$ cat config.mk
export PLATFORM = sky130hd
export DESIGN_NAME = cbgc_regs
export DESIGN_NICKNAME = d
export VERILOG_FILES = /design/src/hdl/cbgc_pkg.sv /design/src/hdl/cbgc_regs.sv /design/src/hdl/cbgc_pin_sync.sv
export VERILOG_INCLUDE_DIRS = /design/src /design/src/hdl
export SDC_FILE = /design/constraint.sdc
export NUM_CORES = 1
export LEC_CHECK = 0
export ABC_AREA = 0
export BUFFER_PORTS_ARGS = -buffer_cell sky130_fd_sc_hd__buf_2
export CORE_UTILIZATION = 30
export DETAILED_ROUTE_END_ITERATION = 7
export GPL_TIMING_DRIVEN = 0
export PLACE_DENSITY = 0.46
export SKIP_CTS_REPAIR_TIMING = 1
export SYNTH_ARGS = -nofsm -noshare
export SYNTH_HDL_FRONTEND = slang
export SYNTH_SLANG_ARGS = --single-unit
$ cat constraint.sdc
create_clock -name sys_clk -period 4.05 [get_ports sys_clk]
set_input_delay 0.81 -clock sys_clk [delete_from_list [all_inputs] [get_ports sys_clk]]
set_output_delay 0.81 -clock sys_clk [all_outputs]
set_load 0.005 [all_outputs]
$ cat src/hdl/cbgc_map.svh
// Behaviour
// Reset rise with test=1, autoconfig=00 enters direct
// Direct mode routes accesses to EEPROM, hides registers
// Direct mode left only when test strap 0
// Direct mode drives MISO continuously
// Decode addresses 000h to 6FFh, bit 7 MSB
// Host writes zero to reserved bits and addresses
// Writes to read-only fields are ignored
// Real-time status reads the live source level
// Latched status sets on edge, write-one clears
// Latched status requests interrupt only when enabled
// Reset returns every configuration field to default; soft reset leaves bank select as it was
// Bank select at 0x0 picks registers or EEPROM
// Bank select is write-only, read not reliable
// Soft reset bit holds function and defaults
// Soft reset reloads strap values, no resampling
// Crystal pin mode selects off, crystal, oscillator
// Switch source picks pin, needs switch enable
// Input clock enable bits power inputs 1-3
// Output clock enable bits gate outputs 1-3
// Pin configuration codes decode input, output, status
// Pin config registers hold two pins each
// Status-follow pointer, unimplemented bit drives low
// Three-bit index selects bit within register
// Pin-level status cannot be followed
`ifndef CBGC_MAP_SVH
`define CBGC_MAP_SVH

`define CBGC_ADDR_W 11
`define CBGC_ADDR_LAST 11'h6FF
`define CBGC_OFS_BANK 11'h000
`define CBGC_OFS_MCFG1 11'h009
`define CBGC_OFS_MCFG2 11'h00A
`define CBGC_OFS_IN_EN 11'h00C
`define CBGC_OFS_OUT_EN 11'h00D
`define CBGC_OFS_PCFG_LO 11'h010
`define CBGC_OFS_PCFG_HI 11'h011
`define CBGC_OFS_PSS0 11'h012
`define CBGC_OFS_STAT_BASE 11'h040
`define CBGC_OFS_CFG_STAT 11'h040
`define CBGC_OFS_PIN_LVL 11'h041
`define CBGC_OFS_EDGE_STAT 11'h042
`define CBGC_OFS_EDGE_EN 11'h043
`define CBGC_OFS_IRQ_STAT 11'h044

`define CBGC_IDX_CFG_STAT 5'h00
`define CBGC_IDX_EDGE_STAT 5'h02
`define CBGC_IDX_IRQ_STAT 5'h04

`define CBGC_BIT_BANK 0
`define CBGC_BIT_SOFT 7
`define CBGC_BIT_TEST 7
`define CBGC_AC_DIRECT 2'h0
`define CBGC_DEF_XTAL 2'h0
`define CBGC_DEF_EXT_SRC 2'h3
`define CBGC_DEF_IN_EN 3'h3
`define CBGC_DEF_OUT_EN 3'h7
`define CBGC_DEF_PCFG 4'h0
`define CBGC_DEF_PSS 8'h00
`define CBGC_DEF_EDGE_EN 4'h0

`endif

$ cat src/hdl/cbgc_pkg.sv
package cbgc_pkg;

    typedef enum logic [3:0] {
        CBGC_PIN_IN = 4'h0,
        CBGC_PIN_IN_INV = 4'h1,
        CBGC_PIN_OUT_LOW = 4'h2,
        CBGC_PIN_OUT_HIGH = 4'h3,
        CBGC_PIN_STAT = 4'h4,
        CBGC_PIN_STAT_INV = 4'h5,
        CBGC_PIN_STAT_LOW_Z = 4'h6,
        CBGC_PIN_STAT_Z_LOW = 4'h7
    } cbgc_pin_mode_e;

    typedef logic [7:0] cbgc_byte_t;

endpackage

$ cat src/hdl/cbgc_regs.sv
`timescale 1ns/1ns
`default_nettype none
`include "cbgc_map.svh"
module cbgc_regs #(
    parameter int PINS = 4,
    parameter logic [1:0] XTAL_DEFAULT = `CBGC_DEF_XTAL
) (
    // Clock and reset
    input wire logic sys_clk,
    input wire logic srst,
    // Reset pin and straps
    input wire logic async_reset_pin_n,
    input wire logic test_strap,
    input wire logic [1:0] autoconfig_strap,
    // General-purpose pins
    input wire logic [PINS-1:0] gpio_in,
    output logic [PINS-1:0] gpio_out,
    output logic [PINS-1:0] gpio_oe,
    // Register port
    input wire logic reg_wr,
    input wire logic reg_rd,
    input wire logic [`CBGC_ADDR_W-1:0] reg_addr,
    input wire logic [7:0] reg_wdata,
    output logic [7:0] reg_rdata,
    output logic reg_rdata_valid,
    // EEPROM port
    output logic ee_wr,
    output logic ee_rd,
    output logic [`CBGC_ADDR_W-1:0] ee_addr,
    output logic [7:0] ee_wdata,
    input wire logic [7:0] ee_rdata,
    // Mode and control outputs and switch enable input
    output logic direct_write_mode,
    output logic miso_force_drive,
    output logic function_reset,
    output logic [1:0] crystal_pin_mode,
    output logic [2:0] input_clock_enables,
    output logic [2:0] output_clock_enables,
    input wire logic external_switch_enable,
    output logic ext_switch_control,
    output logic irq_request
);
    logic rpin_lvl;
    logic test_lvl;
    logic [1:0] ac_lvl;
    logic [PINS-1:0] pin_lvl;
    logic rpin_prev;
    logic rpin_rise;
    logic pin_rst;
    logic soft_rst;
    logic cfg_rst;
    logic bank_sel;
    logic latched_test;
    logic [1:0] latched_ac;
    logic [1:0] ext_src;
    logic [3:0] pin_cfg [PINS];
    logic [7:0] pin_ss [PINS];
    logic [PINS-1:0] pin_prev;
    logic [PINS-1:0] edge_stat;
    logic [PINS-1:0] edge_en;
    logic [PINS-1:0] next_edge_stat;
    logic [PINS-1:0] pin_logic;
    logic in_range;
    logic dev_sel;
    logic ee_sel;
    logic dev_wr;
    logic ee_rd_pend;
    logic [7:0] dev_rdata;
    logic [7:0] cfg_stat;

    cbgc_pin_sync #(
        .W(PINS + 4)
    ) u_sync (
        .sys_clk(sys_clk),
        .srst(srst),
        .pin_async({gpio_in, autoconfig_strap, test_strap,
            async_reset_pin_n}),
        .pin_level({pin_lvl, ac_lvl, test_lvl, rpin_lvl})
    );

    assign pin_rst = ~rpin_lvl;
    assign rpin_rise = rpin_lvl & ~rpin_prev;
    assign cfg_rst = srst | pin_rst | soft_rst;

    always_ff @(posedge sys_clk) begin
        if (srst) begin
            rpin_prev <= 1'b0;
        end else begin
            rpin_prev <= rpin_lvl;
        end
    end

    // Straps are caught at the release only; soft reset leaves them alone
    always_ff @(posedge sys_clk) begin
        if (srst) begin
            latched_test <= 1'b0;
            latched_ac <= 2'h0;
        end else if (rpin_rise) begin
            latched_test <= test_lvl;
            latched_ac <= ac_lvl;
        end
    end

    always_ff @(posedge sys_clk) begin
        if (srst) begin
            direct_write_mode <= 1'b0;
        end else if (rpin_rise) begin
            if (!test_lvl) begin
                direct_write_mode <= 1'b0;
            end else if (ac_lvl == `CBGC_AC_DIRECT) begin
                direct_write_mode <= 1'b1;
            end
        end
    end

    assign miso_force_drive = direct_write_mode;

    // Address decode
    assign in_range = reg_addr <= `CBGC_ADDR_LAST;
    assign dev_sel = in_range && !direct_write_mode &&
        (reg_addr == `CBGC_OFS_BANK || !bank_sel);
    assign ee_sel = in_range && (direct_write_mode ||
        (bank_sel && reg_addr != `CBGC_OFS_BANK));
    assign dev_wr = reg_wr && dev_sel;

    always_ff @(posedge sys_clk) begin
        if (srst) begin
            ee_wr <= 1'b0;
            ee_rd <= 1'b0;
            ee_addr <= '0;
            ee_wdata <= 8'h00;
        end else begin
            ee_wr <= reg_wr && ee_sel;
            ee_rd <= reg_rd && ee_sel;
            ee_addr <= reg_addr;
            ee_wdata <= reg_wdata;
        end
    end

    // Soft reset bit survives its own reset; the pin, srst or a host write of zero clear it
    always_ff @(posedge sys_clk) begin
        if (srst || pin_rst) begin
            soft_rst <= 1'b0;
            bank_sel <= 1'b0;
        end else if (dev_wr && reg_addr == `CBGC_OFS_MCFG1) begin
            soft_rst <= reg_wdata[`CBGC_BIT_SOFT];
        end else if (dev_wr && reg_addr == `CBGC_OFS_BANK) begin
            bank_sel <= reg_wdata[`CBGC_BIT_BANK];
        end
    end

    always_ff @(posedge sys_clk) begin
        if (srst) begin
            function_reset <= 1'b1;
        end else begin
            function_reset <= pin_rst | soft_rst;
        end
    end

    always_ff @(posedge sys_clk) begin
        if (cfg_rst) begin
            crystal_pin_mode <= XTAL_DEFAULT;
            ext_src <= `CBGC_DEF_EXT_SRC;
            input_clock_enables <= `CBGC_DEF_IN_EN;
            output_clock_enables <= `CBGC_DEF_OUT_EN;
        end else if (dev_wr) begin
            if (reg_addr == `CBGC_OFS_MCFG1) begin
                crystal_pin_mode <= reg_wdata[1:0];
            end
            if (reg_addr == `CBGC_OFS_MCFG2) begin
                ext_src <= reg_wdata[6:5];
            end
            if (reg_addr == `CBGC_OFS_IN_EN) begin
                input_clock_enables <= reg_wdata[2:0];
            end
            if (reg_addr == `CBGC_OFS_OUT_EN) begin
                output_clock_enables <= reg_wdata[2:0];
            end
        end
    end

    for (genvar i = 0; i < PINS; i++) begin : g_pin_regs
        localparam logic [`CBGC_ADDR_W-1:0] CFG_OFS =
            `CBGC_OFS_PCFG_LO + `CBGC_ADDR_W'(i / 2);
        localparam logic [`CBGC_ADDR_W-1:0] SS_OFS =
            `CBGC_OFS_PSS0 + `CBGC_ADDR_W'(i);
        always_ff @(posedge sys_clk) begin
            if (cfg_rst) begin
                pin_cfg[i] <= `CBGC_DEF_PCFG;
                pin_ss[i] <= `CBGC_DEF_PSS;
            end else if (dev_wr) begin
                if (reg_addr == CFG_OFS) begin
                    pin_cfg[i] <= reg_wdata[(i % 2) * 4 +: 4];
                end
                if (reg_addr == SS_OFS) begin
                    pin_ss[i] <= reg_wdata;
                end
            end
        end
    end

    // Latched pin edges; a new edge beats a clear in the same cycle
    always_comb begin
        next_edge_stat = edge_stat;
        if (dev_wr && reg_addr == `CBGC_OFS_EDGE_STAT) begin
            next_edge_stat = edge_stat & ~reg_wdata[PINS-1:0];
        end
        next_edge_stat = next_edge_stat | (pin_lvl & ~pin_prev);
    end

    always_ff @(posedge sys_clk) begin
        if (cfg_rst) begin
            edge_stat <= '0;
            edge_en <= `CBGC_DEF_EDGE_EN;
            pin_prev <= pin_lvl;
            irq_request <= 1'b0;
        end else begin
            edge_stat <= next_edge_stat;
            pin_prev <= pin_lvl;
            irq_request <= |(edge_stat & edge_en);
            if (dev_wr && reg_addr == `CBGC_OFS_EDGE_EN) begin
                edge_en <= reg_wdata[PINS-1:0];
            end
        end
    end

    assign cfg_stat = {latched_test, 5'h00, latched_ac};

    // Only implemented status bits are nonzero; pin levels never follow
    function automatic logic status_bit(input logic [7:0] sel);
        logic [7:0] stat_byte;
        stat_byte = 8'h00;
        unique case (sel[7:3])
            `CBGC_IDX_CFG_STAT: stat_byte = cfg_stat;
            `CBGC_IDX_EDGE_STAT: stat_byte = 8'(edge_stat);
            `CBGC_IDX_IRQ_STAT: stat_byte = {7'h00, irq_request};
            default: stat_byte = 8'h00;
        endcase
        return stat_byte[sel[2:0]];
    endfunction

    for (genvar i = 0; i < PINS; i++) begin : g_pin_drive
        logic stat;
        assign stat = status_bit(pin_ss[i]);
        assign pin_logic[i] =
            pin_lvl[i] ^ (pin_cfg[i] == cbgc_pkg::CBGC_PIN_IN_INV);
        always_ff @(posedge sys_clk) begin
            if (cfg_rst) begin
                gpio_out[i] <= 1'b0;
                gpio_oe[i] <= 1'b0;
            end else begin
                unique case (pin_cfg[i])
                    cbgc_pkg::CBGC_PIN_OUT_LOW: begin
                        gpio_out[i] <= 1'b0;
                        gpio_oe[i] <= 1'b1;
                    end
                    cbgc_pkg::CBGC_PIN_OUT_HIGH: begin
                        gpio_out[i] <= 1'b1;
                        gpio_oe[i] <= 1'b1;
                    end
                    cbgc_pkg::CBGC_PIN_STAT: begin
                        gpio_out[i] <= stat;
                        gpio_oe[i] <= 1'b1;
                    end
                    cbgc_pkg::CBGC_PIN_STAT_INV: begin
                        gpio_out[i] <= ~stat;
                        gpio_oe[i] <= 1'b1;
                    end
                    cbgc_pkg::CBGC_PIN_STAT_LOW_Z: begin
                        gpio_out[i] <= 1'b0;
                        gpio_oe[i] <= ~stat;
                    end
                    cbgc_pkg::CBGC_PIN_STAT_Z_LOW: begin
                        gpio_out[i] <= 1'b0;
                        gpio_oe[i] <= stat;
                    end
                    // Inputs and unused codes leave the pin floating
                    default: begin
                        gpio_out[i] <= 1'b0;
                        gpio_oe[i] <= 1'b0;
                    end
                endcase
            end
        end
    end

    always_ff @(posedge sys_clk) begin
        if (cfg_rst) begin
            ext_switch_control <= 1'b0;
        end else begin
            ext_switch_control <=
                external_switch_enable & pin_logic[ext_src];
        end
    end

    // Read mux; write-only bank select reads as zero, read-only fields ignore writes
    always_comb begin
        dev_rdata = 8'h00;
        unique case (reg_addr)
            `CBGC_OFS_BANK: dev_rdata = 8'h00;
            `CBGC_OFS_MCFG1: dev_rdata = {soft_rst, 5'h00, crystal_pin_mode};
            `CBGC_OFS_MCFG2: dev_rdata = {1'b0, ext_src, 5'h00};
            `CBGC_OFS_IN_EN: dev_rdata = {5'h00, input_clock_enables};
            `CBGC_OFS_OUT_EN: dev_rdata = {5'h00, output_clock_enables};
            `CBGC_OFS_PCFG_LO: dev_rdata = {pin_cfg[1], pin_cfg[0]};
            `CBGC_OFS_PCFG_HI: dev_rdata = {pin_cfg[3], pin_cfg[2]};
            `CBGC_OFS_PSS0: dev_rdata = pin_ss[0];
            `CBGC_OFS_PSS0 + 11'h001: dev_rdata = pin_ss[1];
            `CBGC_OFS_PSS0 + 11'h002: dev_rdata = pin_ss[2];
            `CBGC_OFS_PSS0 + 11'h003: dev_rdata = pin_ss[3];
            `CBGC_OFS_CFG_STAT: dev_rdata = cfg_stat;
            `CBGC_OFS_PIN_LVL: dev_rdata = 8'(pin_lvl);
            `CBGC_OFS_EDGE_STAT: dev_rdata = 8'(edge_stat);
            `CBGC_OFS_EDGE_EN: dev_rdata = 8'(edge_en);
            `CBGC_OFS_IRQ_STAT: dev_rdata = {7'h00, irq_request};
            default: dev_rdata = 8'h00;
        endcase
    end

    always_ff @(posedge sys_clk) begin
        if (srst) begin
            reg_rdata <= 8'h00;
            reg_rdata_valid <= 1'b0;
            ee_rd_pend <= 1'b0;
        end else begin
            ee_rd_pend <= reg_rd && ee_sel;
            reg_rdata_valid <= (reg_rd && !ee_sel) || ee_rd_pend;
            if (ee_rd_pend) begin
                reg_rdata <= ee_rdata;
            end else if (reg_rd) begin
                reg_rdata <= dev_sel ? dev_rdata : 8'h00;
            end
        end
    end
endmodule // cbgc_regs
`default_nettype wire

$ cat src/hdl/cbgc_pin_sync.sv
`timescale 1ns/1ns
`default_nettype none
// Three-stage filter: a change is taken once stages two and three agree
module cbgc_pin_sync #(
    parameter int W = 1
) (
    // Clock and reset
    input wire logic sys_clk,
    input wire logic srst,
    // Pins and filtered levels
    input wire logic [W-1:0] pin_async,
    output logic [W-1:0] pin_level
);
    logic [W-1:0] stage1;
    logic [W-1:0] stage2;
    logic [W-1:0] stage3;

    always_ff @(posedge sys_clk) begin
        if (srst) begin
            stage1 <= '0;
            stage2 <= '0;
            stage3 <= '0;
        end else begin
            stage1 <= pin_async;
            stage2 <= stage1;
            stage3 <= stage2;
        end
    end

    for (genvar i = 0; i < W; i++) begin : g_bit
        always_ff @(posedge sys_clk) begin
            if (srst) begin
                pin_level[i] <= 1'b0;
            end else if (stage2[i] == stage3[i]) begin
                pin_level[i] <= stage3[i];
            end
        end
    end
endmodule // cbgc_pin_sync
`default_nettype wire

## Yosys cells after proc, flatten, opt, wreduce, memory -nomap -nowiden

Memory sizes are Yosys's and may differ from the RTL's.
Cells that the tools add are included.

- Memory bits (writable): 48
- Memory bits (read-only): 0
- Register bits: 102
- Memories: 2
- Output and inout port bits: 51
- Latch bits: 0

- Eq/ne operators: 60
- Add/sub/neg operators: 0
- Muxes and demuxes: 63
- Divide/modulo/power cells: 0
- Reductions and logical operators: 38
- $lt $le $gt $ge: 6
- Bitwise operators: 30
- Shift-type cells: 0
- $mul: 0

Memory list:

| name | depth | width | rd ports | clocked after Yosys merged registers in | write ports | RTL line | text |
|---|---|---|---|---|---|---|---|
| pin_ss | 4 | 8 | 4 | 0 | 4 | cbgc_regs.sv:57 | `logic [7:0] pin_ss [PINS];` |
| pin_cfg | 4 | 4 | 4 | 0 | 4 | cbgc_regs.sv:56 | `logic [3:0] pin_cfg [PINS];` |

Operator list:

| operator | number |
|---|---|
| case mux 8 bit (15 select lines) | 1 |
| case mux 8 bit (3 select lines) | 4 |
| == test 11 x 5 -> 1 bit, second input constant | 6 |
| == test 4 x 3 -> 1 bit, second input constant | 16 |
| 2-to-1 mux 8 bit | 7 |
| == test 11 x 7 -> 1 bit, second input constant | 5 |
| == test 11 x 4 -> 1 bit, second input constant | 4 |
| 2-to-1 mux 1 bit | 33 |
| == test 4 x 2 -> 1 bit, second input constant | 8 |
| case mux 1 bit (3 select lines) | 8 |
| == test 5 x 2 -> 1 bit, second input constant | 4 |
| == test 5 x 3 -> 1 bit, second input constant | 4 |
| zero test 5 bit | 4 |
| 2-to-1 mux 4 bit | 5 |
| OR reduction 4 bit | 5 |
| == test 4 x 1 -> 1 bit, second input constant | 4 |
| less-than comparator 3 x 4 -> 1 bit, second input constant | 4 |
| bitwise AND 4 bit | 3 |
| binary-select mux 1 bit (select 3 bit) | 4 |
| logical AND 1 bit | 12 |
| AND reduction 2 bit | 6 |
| less-or-equal comparator 11 bit, second input constant | 1 |
| zero test 11 bit | 1 |
| bitwise OR 1 bit | 11 |
| other kinds (14) | 37 |

## Logic depth before layout (Yosys ltp)

- Word-level depth: 8
- Depth in mapped cells: 8
- Depth with buffers taken out: 7

## Modules after synthesis

A second synthesis with hierarchy kept.

- Cell total of the unflattened synthesis: 669
- Area total of the unflattened synthesis: 6,911.6 sq um

Modules (own cells, without submodules):

| module | area an instance (sq um) | times used | cells an instance |
|---|---|---|---|
| cbgc_regs | 5,988.2 | 1 | 586 |
| cbgc_pin_sync | 923.4 | 1 | 83 |

## Worst setup path after synthesis

OpenSTA, ideal clock, no wires.

- Kind: input to register
- From: input port reg_addr[5]
- To: memory pin_ss[2][0] (enable)
- Data required time: 3,666 ps
- Setup time: 384 ps
- Cell stages on the path: 5
- Slack: 993 ps
- Buffers on the path: 1
- Data arrival time: 2,673 ps
- Path through: or4b_2 -> clkbuf_1 -> nor3_1 -> nand3_1 -> o21ai_0

RTL lines:

| item | RTL line | text |
|---|---|---|
| from (decl) | cbgc_regs.sv:22 | `` input wire logic [`CBGC_ADDR_W-1:0] reg_addr, `` |
| to (decl) | cbgc_regs.sv:57 |  |

==> results.yml <==
status:
  status: "completed"
sta:
  setup_viol: 0
  min_period_ns: 3.49
  max-slew-margin-rel: 0.101
  timing.final.ws_setup_ns: 0.560
  rsz0062_at_grt: "no"
  skew_ns: 0.0166
  hold_viol: 0
  maxSlewViolCount: 0
  period_share: 0.862
  worst_slew_pin_slew_ns: 1.33
  max_freq_mhz: 287
  setup-tns-final_ns: 0
clocking:
  h-tree-depth: 4
  cts_tree: "yes"
  clkTransAtPathRegs_ns: 0.06
  numCtsBuffers: 17
  clock-sinks: 150
  cts.path.max_buffers: 2
  clk_latency_ns: 0.43
  clock-root-buffer: "clkbuf_16"
floorplanning:
  start_util: 0.307
  die_w_microns: 151
  die-area_sq_um: 22900
  design.core.area_sq_um: 21800
  pin_count: 91
  rows: 54
  die_y_microns: 151
worst_setup_path:
  cpPeakStageDelay_ns: 0.92
  path_buf_inv: 2
  cp-end-kind: "flip-flop"
  path_class: "in -> reg"
  crit_path_start_kind: "input port"
  cp_num_cells: 6
  arrival_ns: 3.54
  crit_family: "simple AND/OR/NAND/NOR gates"
  r2r_start: "direct_write_mode$_SDFFE_PP0P_"
  crit_path_cell_trace: "buf_2 > or4b_2 > clkbuf_1 > nor3_1 > nand3_1 > o21ai_0"
  critical-path-slowest-cell: "o21ai_0"
  required_ns: 4.10
  crit_fanout: 8
  reg2reg_depth: 5
  worstSetupStartpoint: "reg_addr[5]"
route:
  drc_errors: 0
  drtAntennaViolNets: 0
  num_vias: 5775
  finalWirelength_microns: 23600
  firstDrtPassIters: 4
  wire_per_inst_microns: 22.1
  drtIter0Drc: 456
  vias_per_cell: 5.40
grt:
  grtUsageMet1: 0.274
  grt_max_degree: 17
  busiest_layer: "met2"
  grt_pass1_wl_microns: 34600
  overflow: 0
  grt.met3_usage: 0.0416
  grt_usage: 0.213
  met2_usage: 0.344
  grt_pass1_vias: 5561
  antenna_found_initial: 0
worst_hold_path:
  min_path_cells: 1
  hold_start: "u_sync.stage1[2]$_SDFF_PP0_"
  hold_path_class: "reg -> reg"
power_and_ir_drop:
  p_total_w: 0.00326
  ir_worst_vdd_v: 0.000246
  power_leakage_nw: 3.18
  p_per_area_nw_per_um2: 405
synth:
  ys_types: 61
  synth_top_family_by_area: "simple AND/OR/NAND/NOR gates"
  synthMuxAreaShare: 0.0717
  synthesis.area_sq_um: 6700
  netlist_top_cells_area: "dfxtp_1 30%, edfxtp_1 22%, nor2b_1 4.9%"
  synthArstFlopShare: 0
  yosysWarningCount: 0
  syn_avg_cell_area_sq_um: 10.0
  synth_compound_area_frac: 0.120
  ys_ff_latch: 150
  synth-simple-area-share: 0.250
  synth_ff_type: "dfxtp_1"
  netlist_instances: 669
  synth_top_area_cell: "dfxtp_1"
  synth_edf_count: 48
  synth_nets: 709
  synth_fa_ha_area_frac: 0
  synthXorXnorAreaFrac: 0.0105
  ys_seq_area_frac: 0.520
  synth_top_area_share: 0.305
cells_and_area:
  drive_gt1_frac: 0.178
  fill_cells: 2207
  area_growth_pct: 20.3
  final_nets: 816
place:
  numPortBuffers: 88
  pre_cts_slack_ns: 0.0299
  routabilityCongestion: 0.902
  hpwl_microns: 17600
flow_run:
  cap_violations: 0
[path summary, 6_finish.rpt]
kind	to	slack, ns
setup / recovery	pin_ss[2][1]$_SDFFCE_PN0P_	0.56
hold / removal	u_sync.stage2[2]$_SDFF_PP0_	0.44
hold reg to reg	u_sync.stage2[2]$_SDFF_PP0_	0.44
setup reg to reg	pin_ss[1][6]$_SDFFCE_PN0P_	0.95
[cell type report]
cell class | instances | area (sq um) | share of cell area
antenna | 1 | 2.50 | 0.000311
buffer | 39 | 151 | 0.0188
clock buffer | 17 | 425 | 0.0528
clock inverter | 14 | 139 | 0.0172
inverter | 9 | 33.8 | 0.00419
multi-input combinational | 471 | 3030 | 0.376
sequential | 150 | 3480 | 0.432
tap | 280 | 350 | 0.0435
timing repair buffer | 88 | 440 | 0.0546
[worst reg2reg max path, delay by kind of cell, from the launching register on]
| family | cells | cell delay (ns) |
|---|---|---|
| compound gates | 2 | 1.24 |
| simple gates | 3 | 1.07 |
| flops | 1 | 0.38 |
[metrics by stage]
step / hold WS (ns) / area [sq um] / cells / util
detailed placement: 0.426 / 7490 / 1037 / 0.343
global route: 0.463 / 8060 / 1068 / 0.369
finish: 0.436 / 8060 / 1069 / 0.369
CTS: 0.442 / 8050 / 1068 / 0.369
floorplan: 0.391 / 6700 / 669 / -
global placement: 0.421 / 7490 / 1037 / 0.343
[flip-flops by register name, summed over array words and instances, names as in the netlist, 2 cells and up]
| signal | cells |
|---|---|
| pin_prev | 4 |
| gpio_out | 4 |
| u_sync.pin_level | 8 |
| u_sync.stage1 | 8 |
| input_clock_enables | 3 |
| ext_src | 2 |
| pin_cfg | 16 |
| pin_ss | 32 |
| reg_rdata | 8 |
| crystal_pin_mode | 2 |
| output_clock_enables | 3 |
| edge_en | 4 |
| ee_addr | 11 |
| u_sync.stage3 | 8 |
| ee_wdata | 8 |
| u_sync.stage2 | 8 |
| gpio_oe | 4 |
| edge_stat | 4 |
| latched_ac | 2 |
[cell families after synthesis]
| group | after synthesis |
|---|---|
| AO/OA/AOI/OAI | 125 |
| XOR/XNOR | 8 |
| buffers and inverters | 48 |
| flip-flops | 150 |
| multiplexers | 42 |
| AND/OR/NAND/NOR | 296 |
[cell usage after synthesis, types with 3 or more instances]
library cell and number:
dfxtp_1 102, nor2b_1 52, nor2_1 50, edfxtp_1 48
nand2_1 37, and3_1 36, o21ai_0 33, a21oi_1 32
clkbuf_1 32, mux2i_1 30, nand3_1 26, nor3_1 18
and2_1 13, nand2b_1 11, a22oi_1 10, inv_1 9
nor3b_1 9, a31oi_1 8, mux2_2 8, nor4b_1 8
nor4_1 7, o22ai_1 7, nand3b_1 6, xor2_1 6
a221oi_1 5, buf_1 5, nand4_1 5, nand4b_1 5
mux4_2 4, a21boi_0 3, a32oi_1 3
[per-layer routing]
layer	share of wire	wire, microns	vias up
met5	0	0	-
li1	-	-	2671
met2	0.47	11200	203
met3	0.050	1170	41
met4	0.030	717	0
met1	0.45	10500	2860
[power breakdown]
group	total (W)	switching (W)	internal, W
clock	0.00154	0.000678	0.000859
sequential	0.00157	0.00000806	0.00156
combinational	0.000156	0.000107	0.0000489
total	0.00326	0.000793	0.00247
[cell usage in the layout, fill, tap and decap left out, types with 9 or more instances in the layout]
cell type,netlist,final
dfxtp_1,102,102
buf_2,1,89
nor2b_1,52,52
nor2_1,50,50
edfxtp_1,48,48
nand2_1,37,37
and3_1,36,36
o21ai_0,33,33
clkbuf_1,32,32
a21oi_1,32,32
mux2i_1,30,30
nand3_1,26,26
nor3_1,18,18
clkbuf_16,0,17
and2_1,13,13
nand2b_1,11,11
a22oi_1,10,10
inv_1,9,9
nor3b_1,9,9
Power figures use the tool's default switching activity.
